## src/verilog/ddpi_map.svh

```systemverilog
// offsets, field positions, reset values and counts of the drive process image
// Summary of operation
// the module exchanges exactly six bytes of input image and six bytes of output image with the controller.
// position data takes at most four bytes per direction, numbered zero to three.
// two control bytes from the controller and two status bytes from the module govern module and drive.
// in normal view the input data bytes carry actual position and the output data bytes the setpoint.
// in extended view the input data bytes carry extended status bytes two to five instead of position.
// in extended view the data flow is steered by control bytes one to three and status bytes one to three.
// the controller asks for extended view by setting bit 3 of control byte one and leaves it by clearing it.
// the module acknowledges a finished view switch by letting bit 3 of status byte one follow the request.
// word zero holds status or control bytes zero and one, words one and two hold position, low byte first.
`ifndef DDPI_MAP_SVH
`define DDPI_MAP_SVH
`define DDPI_IMAGE_BYTES 3'h6
`define DDPI_WORDS 2'h3
`define DDPI_ADDR_W 2
`define DDPI_WORD_CTRL 2'h0
`define DDPI_WORD_POS_LO 2'h1
`define DDPI_WORD_POS_HI 2'h2
`define DDPI_VIEW_BIT 3
`define DDPI_RST_BYTE 8'h00
`define DDPI_RST_WORD 16'h0000
`define DDPI_SWITCH_CYCLES 4'h2
`endif

```

## src/verilog/ddpi_pkg.sv

```systemverilog
// types of the drive process image
package ddpi_pkg;
  typedef enum logic [1:0] {
    DDPI_VIEW_POS = 2'b00,
    DDPI_VIEW_SWITCH = 2'b01,
    DDPI_VIEW_EXT = 2'b10
  } ddpi_view_e;

  // drive side status and position as seen by the module
  typedef struct packed {
    logic [7:0] stat_byte_zero;
    logic [7:0] stat_byte_one;
    logic [31:0] act_pos;
    logic [7:0] ext_stat_byte_two;
    logic [7:0] ext_stat_byte_three;
    logic [7:0] ext_stat_byte_four;
    logic [7:0] ext_stat_byte_five;
  } ddpi_drive_in_s;

  // commands towards the drive
  typedef struct packed {
    logic [7:0] ctrl_byte_zero;
    logic [7:0] ctrl_byte_one;
    logic [7:0] ctrl_byte_two;
    logic [7:0] ctrl_byte_three;
    logic [31:0] setpoint_pos;
    logic ext_view;
  } ddpi_drive_out_s;
endpackage

```

## src/verilog/ddpi_view_switch.sv

```systemverilog
// view switch sequencer with acknowledge
module ddpi_view_switch (
  // clock and reset
  input wire logic core_clk,
  input wire logic rst_b,
  // request and acknowledge
  input wire logic view_req,
  output logic view_ack,
  output logic ext_active
);
  import ddpi_pkg::*;
  `include "ddpi_map.svh"

  typedef struct packed {
    ddpi_view_e state;
    logic [3:0] cnt;
    logic ack;
  } ddpi_vs_s;

  ddpi_vs_s st_r;
  ddpi_vs_s st_nxt;

  always_comb begin
    st_nxt = st_r;
    case (st_r.state)
      DDPI_VIEW_POS: begin
        if (view_req) begin
          st_nxt.state = DDPI_VIEW_SWITCH;
          st_nxt.cnt = `DDPI_SWITCH_CYCLES;
        end
      end
      DDPI_VIEW_EXT: begin
        if (!view_req) begin
          st_nxt.state = DDPI_VIEW_SWITCH;
          st_nxt.cnt = `DDPI_SWITCH_CYCLES;
        end
      end
      DDPI_VIEW_SWITCH: begin
        // the data mux and the ack both follow st_r.ack and switch on the same edge, so the host never sees a mixed image
        if (st_r.cnt > 4'h1) begin
          st_nxt.cnt = st_r.cnt - 4'h1;
        end else begin
          st_nxt.cnt = 4'h0;
          st_nxt.ack = view_req;
          st_nxt.state = view_req ? DDPI_VIEW_EXT : DDPI_VIEW_POS;
        end
      end
      default: begin
        st_nxt.state = DDPI_VIEW_POS;
        st_nxt.cnt = 4'h0;
        st_nxt.ack = 1'b0;
      end
    endcase
  end

  always_ff @(posedge core_clk or negedge rst_b) begin
    if (!rst_b) begin
      st_r <= '{state: DDPI_VIEW_POS, cnt: 4'h0, ack: 1'b0};
    end else begin
      st_r <= st_nxt;
    end
  end

  assign view_ack = st_r.ack;
  assign ext_active = st_r.ack;
endmodule

```

## src/verilog/ddpi_image.sv

```systemverilog
// process image exchange for a dc drive module
module ddpi_image (
  // clock and reset
  input wire logic core_clk,
  input wire logic rst_b,
  // controller side process image port
  input wire logic [1:0] pi_addr,
  input wire logic [15:0] pi_wdata,
  input wire logic pi_wr,
  input wire logic pi_rd,
  output logic [15:0] pi_rdata,
  // drive side
  input wire ddpi_pkg::ddpi_drive_in_s drive_in,
  output ddpi_pkg::ddpi_drive_out_s drive_out
);
  import ddpi_pkg::*;
  `include "ddpi_map.svh"

  typedef struct packed {
    logic [7:0] ctrl_byte_zero;
    logic [7:0] ctrl_byte_one;
    logic [7:0] ctrl_byte_two;
    logic [7:0] ctrl_byte_three;
    logic [31:0] setpoint_pos;
    logic [15:0] rdata;
  } ddpi_img_s;

  ddpi_img_s st_r;
  ddpi_img_s st_nxt;
  logic view_ack;
  logic ext_active;
  logic [7:0] stat_one_view;
  logic [31:0] in_data;

  ddpi_view_switch u_switch (
    .core_clk(core_clk),
    .rst_b(rst_b),
    .view_req(st_r.ctrl_byte_one[`DDPI_VIEW_BIT]),
    .view_ack(view_ack),
    .ext_active(ext_active)
  );

  always_comb begin
    stat_one_view = drive_in.stat_byte_one;
    stat_one_view[`DDPI_VIEW_BIT] = view_ack;

    if (ext_active) begin
      in_data = {drive_in.ext_stat_byte_five, drive_in.ext_stat_byte_four,
                 drive_in.ext_stat_byte_three, drive_in.ext_stat_byte_two};
    end else begin
      in_data = drive_in.act_pos;
    end
  end

  always_comb begin
    st_nxt = st_r;
    // only three words decode; word three writes are dropped and reads return zero, keeping six bytes
    if (pi_wr) begin
      case (pi_addr)
        `DDPI_WORD_CTRL: begin
          st_nxt.ctrl_byte_zero = pi_wdata[7:0];
          st_nxt.ctrl_byte_one = pi_wdata[15:8];
        end
        `DDPI_WORD_POS_LO: st_nxt.setpoint_pos[15:0] = pi_wdata;
        `DDPI_WORD_POS_HI: begin
          // extended view: word two carries the auxiliary control bytes two and three
          if (ext_active) begin
            st_nxt.ctrl_byte_two = pi_wdata[7:0];
            st_nxt.ctrl_byte_three = pi_wdata[15:8];
          end else begin
            st_nxt.setpoint_pos[31:16] = pi_wdata;
          end
        end
        default: st_nxt.setpoint_pos = st_r.setpoint_pos;
      endcase
    end
    st_nxt.rdata = `DDPI_RST_WORD;
    if (pi_rd) begin
      case (pi_addr)
        `DDPI_WORD_CTRL: st_nxt.rdata = {stat_one_view, drive_in.stat_byte_zero};
        `DDPI_WORD_POS_LO: st_nxt.rdata = in_data[15:0];
        `DDPI_WORD_POS_HI: st_nxt.rdata = in_data[31:16];
        default: st_nxt.rdata = `DDPI_RST_WORD;
      endcase
    end
  end

  always_ff @(posedge core_clk or negedge rst_b) begin
    if (!rst_b) begin
      st_r <= '{ctrl_byte_zero: `DDPI_RST_BYTE, ctrl_byte_one: `DDPI_RST_BYTE,
                ctrl_byte_two: `DDPI_RST_BYTE, ctrl_byte_three: `DDPI_RST_BYTE,
                setpoint_pos: 32'h0000_0000, rdata: `DDPI_RST_WORD};
    end else begin
      st_r <= st_nxt;
    end
  end

  assign pi_rdata = st_r.rdata;
  assign drive_out = '{ctrl_byte_zero: st_r.ctrl_byte_zero, ctrl_byte_one: st_r.ctrl_byte_one,
                       ctrl_byte_two: st_r.ctrl_byte_two, ctrl_byte_three: st_r.ctrl_byte_three,
                       setpoint_pos: st_r.setpoint_pos, ext_view: ext_active};
endmodule

```

## config.mk

```make
export PLATFORM = sky130hd
export DESIGN_NAME = ddpi_image
export DESIGN_NICKNAME = d
export VERILOG_FILES = /design/src/verilog/ddpi_pkg.sv /design/src/verilog/ddpi_view_switch.sv /design/src/verilog/ddpi_image.sv
export VERILOG_INCLUDE_DIRS = /design/src /design/src/verilog
export SDC_FILE = /design/constraint.sdc
export NUM_CORES = 1
export LEC_CHECK = 0
export ABC_AREA = 1
export ABC_CLOCK_PERIOD_IN_PS = 3220
export BUFFER_PORTS_ARGS = -buffer_cell sky130_fd_sc_hd__buf_4
export CORE_MARGIN = 1.5
export CORE_UTILIZATION = 51
export CTS_CLUSTER_DIAMETER = 40
export DETAILED_ROUTE_END_ITERATION = 16
export PLACE_DENSITY = 0.93
export SKIP_CTS_REPAIR_TIMING = 1
export SKIP_LAST_GASP = 1
export SLEW_MARGIN = 10
export SYNTH_ARGS = -nofsm -noshare
export SYNTH_HDL_FRONTEND = slang
export SYNTH_SLANG_ARGS = --single-unit
```

## constraint.sdc

```tcl
create_clock -name core_clk -period 3.22 [get_ports core_clk]
set_input_delay 0.483 -clock core_clk [delete_from_list [all_inputs] [get_ports core_clk]]
set_output_delay 0.483 -clock core_clk [all_outputs]
set_load 0.03 [all_outputs]
```

==> impl_metrics.json, run 1 <==
{
  "run_status": "complete, no violations",
  "arithmetic_cell_share_of_the_synthesized_area_counting_full_adders_half_adders_and_majority_gates_pct": 0.610,
  "std_cell_rows": 32,
  "post_synth_xor_area_fraction_pct": 0.214,
  "clock_sink_count": 87,
  "hpwl_mm": 8.36,
  "ys.flop_type": "sky130_fd_sc_hd__dfrtp_1",
  "layout_commonest_cell": "sky130_fd_sc_hd__nand2_1",
  "grt_start_max_net_pins": 88,
  "num-nets-final": 789,
  "seqCellArea_mm2": 0.00218,
  "die_width_um": 92.7,
  "via_count": 3959,
  "port_buffers": 181,
  "async_reset_ff_share_pct": 100,
  "worst_setup_path_start_kind": "flip-flop",
  "rsz0062_at_grt": "no",
  "grt_pass1_vias": 3769,
  "number_of_enable_type_register_cells_in_the_synthesized_netlist": 0,
  "worst_hold_slack_ns": 0.312,
  "syn-mean-instance-area_um2": 7.95,
  "power-per-cell-area_mw_per_mm2": 754,
  "global_route.overflow_total": 0,
  "first_iter_violations": 243,
  "crit_required_ns": 3.45,
  "clkTransAtPathRegs_ns": 0.09,
  "routed_wire_length_per_instance_um": 14.3,
  "ys_seq_area_share_pct": 53.1,
  "worst_path_max_delay_cell": "sky130_fd_sc_hd__nand3_2",
  "category_of_the_most_critical_setup_path": "flip-flop to flip-flop",
  "vdd.ir_drop.worst_v": 0.000484,
  "clock_tree.root_cell": "sky130_fd_sc_hd__clkbuf_8",
  "synth_top_family_by_area": "simple AND/OR/NAND/NOR gates",
  "place.gp.congestion": 0.874,
  "setup_total_negative_slack_ns": 0,
  "die_area_mm2": 0.00859,
  "clock_tree.htree_level_count": 3,
  "fin_crit_ns": 2.12,
  "final_layout_size_suffix_gt1_share_pct": 32.0,
  "cts_max_path_buffers": 2,
  "initial_antenna_violation_count": 0,
  "floorplan.core_area_mm2": 0.00777,
  "antenna_cells": 0,
  "max_cap_violations": 0,
  "area.growth.synth_to_final_pct": 38.1,
  "synth_compound_gate_area_share_pct": 9.73,
  "yosys_register_bits": 87,
  "cp_cell_sequence": "inv_1 -> nand3_2 -> nand2_1 -> o21ai_2",
  "grt_usage_pct": 27.0,
  "insertion_delay_ns": 0.36,
  "maxClockFrequency_mhz": 471,
  "finClkSkew_ns": 0.0104,
  "synthesized_instance_count": 516,
  "synth_mux_area_share_pct": 0,
  "worstPathArrival_ns": 2.35,
  "final-setup-viol-count": 0,
  "mapped_area_mm2": 0.00410,
  "min_period_over_period_pct": 65.9,
  "crit_path_max_incr_delay_ns": 0.73,
  "slew_violations": 0,
  "postSynthNetCount": 620,
  "cts_buffers": 9,
  "grt_first_pass_wirelength_mm": 17.9,
  "synth-simple-area-share_pct": 25.9,
  "tritoncts_clock_tree": "yes",
  "multi_input_area_mm2": 0.00150,
  "initial_core_util_pct": 52.8,
  "fillers": 573,
  "yosysWarnings": 0,
  "ant_nets": 0,
  "p_leak_nw": 3.29,
  "critical_path.max_fanout": 32,
  "worst_pin_slew_ns": 1.06,
  "slew-limit-headroom_pct": 29.6,
  "drc_errors": 0,
  "drt_pass1_iterations": 5,
  "floorplan.io_pins": 183,
  "count_of_endpoints_failing_hold_in_the_final_timing_report": 0,
  "critPathCaptureType": "flip-flop",
  "hold_path.class": "primary input to asynchronous set/reset pin",
  "die_height_um": 92.7,
  "finalCoreUtilization_pct": 72.9,
  "most_frequent_cells_in_the_layout": "sky130_fd_sc_hd__nand2_1, sky130_fd_sc_hd__buf_4, sky130_fd_sc_hd__dfrtp_1",
  "number_of_unique_standard_cell_types_used_by_synthesis": 23,
  "detail_route.wirelength_mm": 11.3,
  "route.detailed.vias_per_inst": 5.00
}
-- cell type report --
class	instances	share of cell area (%)
Clock buffer	10	2.25
Inverter	72	4.77
Tap cell	102	2.25
Timing Repair Buffer	183	24.3
Sequential cell	87	38.4
Multi-Input combinational cell	332	26.4
Clock inverter	6	1.63
-- where the power goes --
group | leakage (nW) | switching (W) | total [W] | internal [W]
Sequential | 1.11 | 0.000184 | 0.00158 | 0.00139
Clock | 0.109 | 0.000394 | 0.000838 | 0.000444
Combinational | 2.07 | 0.00118 | 0.00185 | 0.000671
Total | 3.29 | 0.00176 | 0.00427 | 0.00251
-- worst paths after layout --
kind,startpoint,end,slack [ns],depth (start not counted)
min reg2reg,drive_out[29]$_DFFE_PN0P_,drive_out[29]$_DFFE_PN0P_,0.49,2
max,u_switch.ext_active$_DFFE_PN0P_,drive_out[17]$_DFFE_PN0P_,1.10,4
max in group asynchronous,rst_b,drive_out[29]$_DFFE_PN0P_,2.23,1
min,rst_b,drive_out[19]$_DFFE_PN0P_,0.31,1
max reg2reg,u_switch.ext_active$_DFFE_PN0P_,drive_out[17]$_DFFE_PN0P_,1.10,4
min in group core_clk,pi_wdata[4],drive_out[45]$_DFFE_PN0P_,0.42,3
-- state kept, by name, indices dropped and copies added, names as in the netlist --
signal and cells:
u_switch.ext_active 1, u_switch.st_r 6, drive_out 64, pi_rdata 16
-- critical path: cells and delay by family (launching register included) --
| family | cells | cell delay (ns) |
|---|---|---|
| flops | 1 | 0.38 |
| compound gates | 1 | 0.08 |
| simple gates | 2 | 1.03 |
| buf+inv | 1 | 0.49 |
-- cell families after synthesis --
logic type,Yosys count
simple gates,261
fa+ha+maj,2
xor+xnor,1
flops,87
buf+inv,97
compound gates,68
-- Yosys cell counts, types with 4 or more instances --
cell                         n  area (um^2)
sky130_fd_sc_hd__buf_2      10         50.1
sky130_fd_sc_hd__buf_4       6         45.0
sky130_fd_sc_hd__buf_6       4         45.0
sky130_fd_sc_hd__clkbuf_1    5         18.8
sky130_fd_sc_hd__dfrtp_1    87         2180
sky130_fd_sc_hd__inv_1      71          267
sky130_fd_sc_hd__nand2_1   212          796
sky130_fd_sc_hd__nand3_1    34          170
sky130_fd_sc_hd__nor2_1      6         22.5
sky130_fd_sc_hd__o21ai_0    29          145
sky130_fd_sc_hd__o21ai_1    22          110
sky130_fd_sc_hd__o21ai_2    15          131
-- metrics by stage --
step / cells / cell area, um^2 / power, W / setup WS (ns)
floorplan: 516 / 4100 / 0.00270 / 1.96
global placement: 776 / 5440 / 0.00336 / 1.10
detailed placement: 776 / 5440 / 0.00344 / 0.966
CTS: 792 / 5660 / 0.00429 / 1.08
global route: 792 / 5660 / 0.00451 / 0.924
finish: 792 / 5660 / 0.00427 / 1.10
-- layer usage --
metal  vias up  track usage [%]  wire [um]
met4         0             11.9        348
li1       1910                -          -
met3        34             6.16        676
met5         -                0          0
met1      1843             32.8       4460
met2       172             45.8       5820
Note: power is estimated with default switching activity, not from simulation.
==> inputs of run 2 (changes only) <==
--- a/config.mk
+++ b/config.mk
@@ -7,13 +7,13 @@
 export NUM_CORES = 1
 export LEC_CHECK = 0
 export ABC_AREA = 1
-export ABC_CLOCK_PERIOD_IN_PS = 3220
+export ABC_CLOCK_PERIOD_IN_PS = 2000
 export BUFFER_PORTS_ARGS = -buffer_cell sky130_fd_sc_hd__buf_4
 export CORE_MARGIN = 1.5
-export CORE_UTILIZATION = 51
+export CORE_UTILIZATION = 47
 export CTS_CLUSTER_DIAMETER = 40
 export DETAILED_ROUTE_END_ITERATION = 16
-export PLACE_DENSITY = 0.93
+export PLACE_DENSITY = 0.87
 export SKIP_CTS_REPAIR_TIMING = 1
 export SKIP_LAST_GASP = 1
 export SLEW_MARGIN = 10
==> constraint.sdc (replaced) <==
create_clock -name core_clk -period 2 [get_ports core_clk]
set_input_delay 0.3 -clock core_clk [delete_from_list [all_inputs] [get_ports core_clk]]
set_output_delay 0.3 -clock core_clk [all_outputs]
set_load 0.03 [all_outputs]
==> impl_metrics.json, run 2 (same netlist as run 1, synthesis figures left out) <==
{
  "run_status": "complete, no violations",
  "die_height_um": 96.4,
  "finClkSkew_ns": 0.00893,
  "worst_setup_path_start_kind": "flip-flop",
  "critPathCaptureType": "flip-flop",
  "initial_core_util_pct": 49.2,
  "global_route.peak_usage_layer": "met2",
  "grt_pass1_vias": 3770,
  "crit_required_ns": 2.23,
  "via_count": 3895,
  "drc_errors": 0,
  "antenna_cells": 0,
  "grt_start_max_net_pins": 53,
  "tritoncts_clock_tree": "yes",
  "routed_wire_length_per_instance_um": 14.0,
  "maxClockFrequency_mhz": 655,
  "grt.met1_usage_pct": 30.7,
  "clock_tree.htree_level_count": 3,
  "clock_tree.root_cell": "sky130_fd_sc_hd__clkbuf_8",
  "power-per-cell-area_mw_per_mm2": 1200,
  "first_iter_violations": 225,
  "floorplan.io_pins": 183,
  "hold_path.class": "primary input to flip-flop",
  "worst-r2r-setup-slack_ns": 0.47,
  "grt_use_met3_pct": 5.79,
  "grt_first_pass_wirelength_mm": 17.6,
  "worstPathArrival_ns": 1.75,
  "max_cap_violations": 0,
  "setup_total_negative_slack_ns": 0,
  "std_cell_rows": 33,
  "rr_startpoint": "u_switch.ext_active$_DFFE_PN0P_",
  "initial_antenna_violation_count": 0,
  "ant_nets": 0,
  "die_area_mm2": 0.00930,
  "cts_max_path_buffers": 2,
  "place.gp.congestion": 0.911,
  "port_buffers": 181,
  "die_width_um": 96.4,
  "category_of_the_most_critical_setup_path": "flip-flop to flip-flop",
  "final-setup-viol-count": 0,
  "most_frequent_cells_in_the_layout": "sky130_fd_sc_hd__nand2_1, sky130_fd_sc_hd__buf_4, sky130_fd_sc_hd__dfrtp_1",
  "route.detailed.vias_per_inst": 4.86,
  "detail_route.wirelength_mm": 11.3,
  "worst_pin_slew_ns": 0.560,
  "floorplan.core_area_mm2": 0.00834,
  "num-nets-final": 796,
  "clkTransAtPathRegs_ns": 0.09,
  "place_inst": 785,
  "worstSetupStartpoint": "u_switch.ext_active$_DFFE_PN0P_",
  "slew_violations": 0,
  "grt.met2_usage_pct": 43.0,
  "insertion_delay_ns": 0.35,
  "global_route.overflow_total": 0,
  "layout_commonest_cell": "sky130_fd_sc_hd__nand2_1",
  "clock_sink_count": 87,
  "p_total_w": 0.00687,
  "grt_usage_pct": 25.0,
  "area.growth.synth_to_final_pct": 40.1,
  "cts_buffers": 9,
  "largest_reg_flops": 64,
  "rsz0062_at_grt": "no",
  "min_period_over_period_pct": 76.4,
  "hpwl_mm": 8.49,
  "p_leak_nw": 3.33,
  "fin_crit_ns": 1.53,
  "drt_pass1_iterations": 4,
  "vdd.ir_drop.worst_v": 0.00100,
  "hold_path.startpoint": "pi_wdata[0]",
  "final_cells": 802,
  "count_of_endpoints_failing_hold_in_the_final_timing_report": 0,
  "critical_path.max_fanout": 33,
  "final_layout_size_suffix_gt1_share_pct": 32.6,
  "slew-limit-headroom_pct": 62.6
}
## run 2: worst max-delay path: stages (launching register included)
cell                      delay [ns]
sky130_fd_sc_hd__dfrtp_1        0.47
sky130_fd_sc_hd__inv_1          0.08
sky130_fd_sc_hd__buf_4          0.31
sky130_fd_sc_hd__nand3_2        0.11
sky130_fd_sc_hd__buf_4          0.26
sky130_fd_sc_hd__nand2_1        0.10
sky130_fd_sc_hd__o21ai_1        0.07
## run 2: area by class of cell
class | count | area, um^2
Multi-Input combinational cell | 332 | 1500
Sequential cell | 87 | 2180
Fill cell | 676 | 2590
Tap cell | 105 | 131
Inverter | 72 | 270
Clock buffer | 10 | 128
Clock inverter | 6 | 92.6
Timing Repair Buffer | 190 | 1450
## run 2: worst paths after layout
check / endpoint / cells after the start
worst min register to register: drive_out[33]$_DFFE_PN0P_ / 2
worst max register to register: drive_out[25]$_DFFE_PN0P_ / 6
min in group asynchronous: pi_rdata[2]$_DFF_PN0_ / 2
worst max-delay path: drive_out[25]$_DFFE_PN0P_ / 6
worst min-delay path: drive_out[17]$_DFFE_PN0P_ / 3
max in group asynchronous: drive_out[27]$_DFFE_PN0P_ / 3
## run 2: per-layer routing
metal  vias to the layer above  wire (um)
met1                      1826       4520
met3                        21        590
met2                       122       5900
li1                       1926          -
met4                         0        250
met5                         -          0
## run 2: power by group
| group | switching [W] | internal (W) | total, W |
|---|---|---|---|
| Clock | 0.000639 | 0.000713 | 0.00135 |
| Combinational | 0.00187 | 0.00109 | 0.00297 |
| Sequential | 0.000308 | 0.00224 | 0.00255 |
| Total | 0.00282 | 0.00405 | 0.00687 |
## run 2: metrics by stage
stage                     area (um^2)  utilization (%)  setup WS (ns)  hold WS [ns]
after floorplan                  4100                -          0.810       0.00441
after global placement           5520             66.2          0.520         0.284
after detailed placement         5520             66.2          0.463         0.291
after CTS                        5740             68.8          0.453        -0.100
after global routing             5750             68.9          0.348         0.234
final                            5750             68.9          0.473         0.233
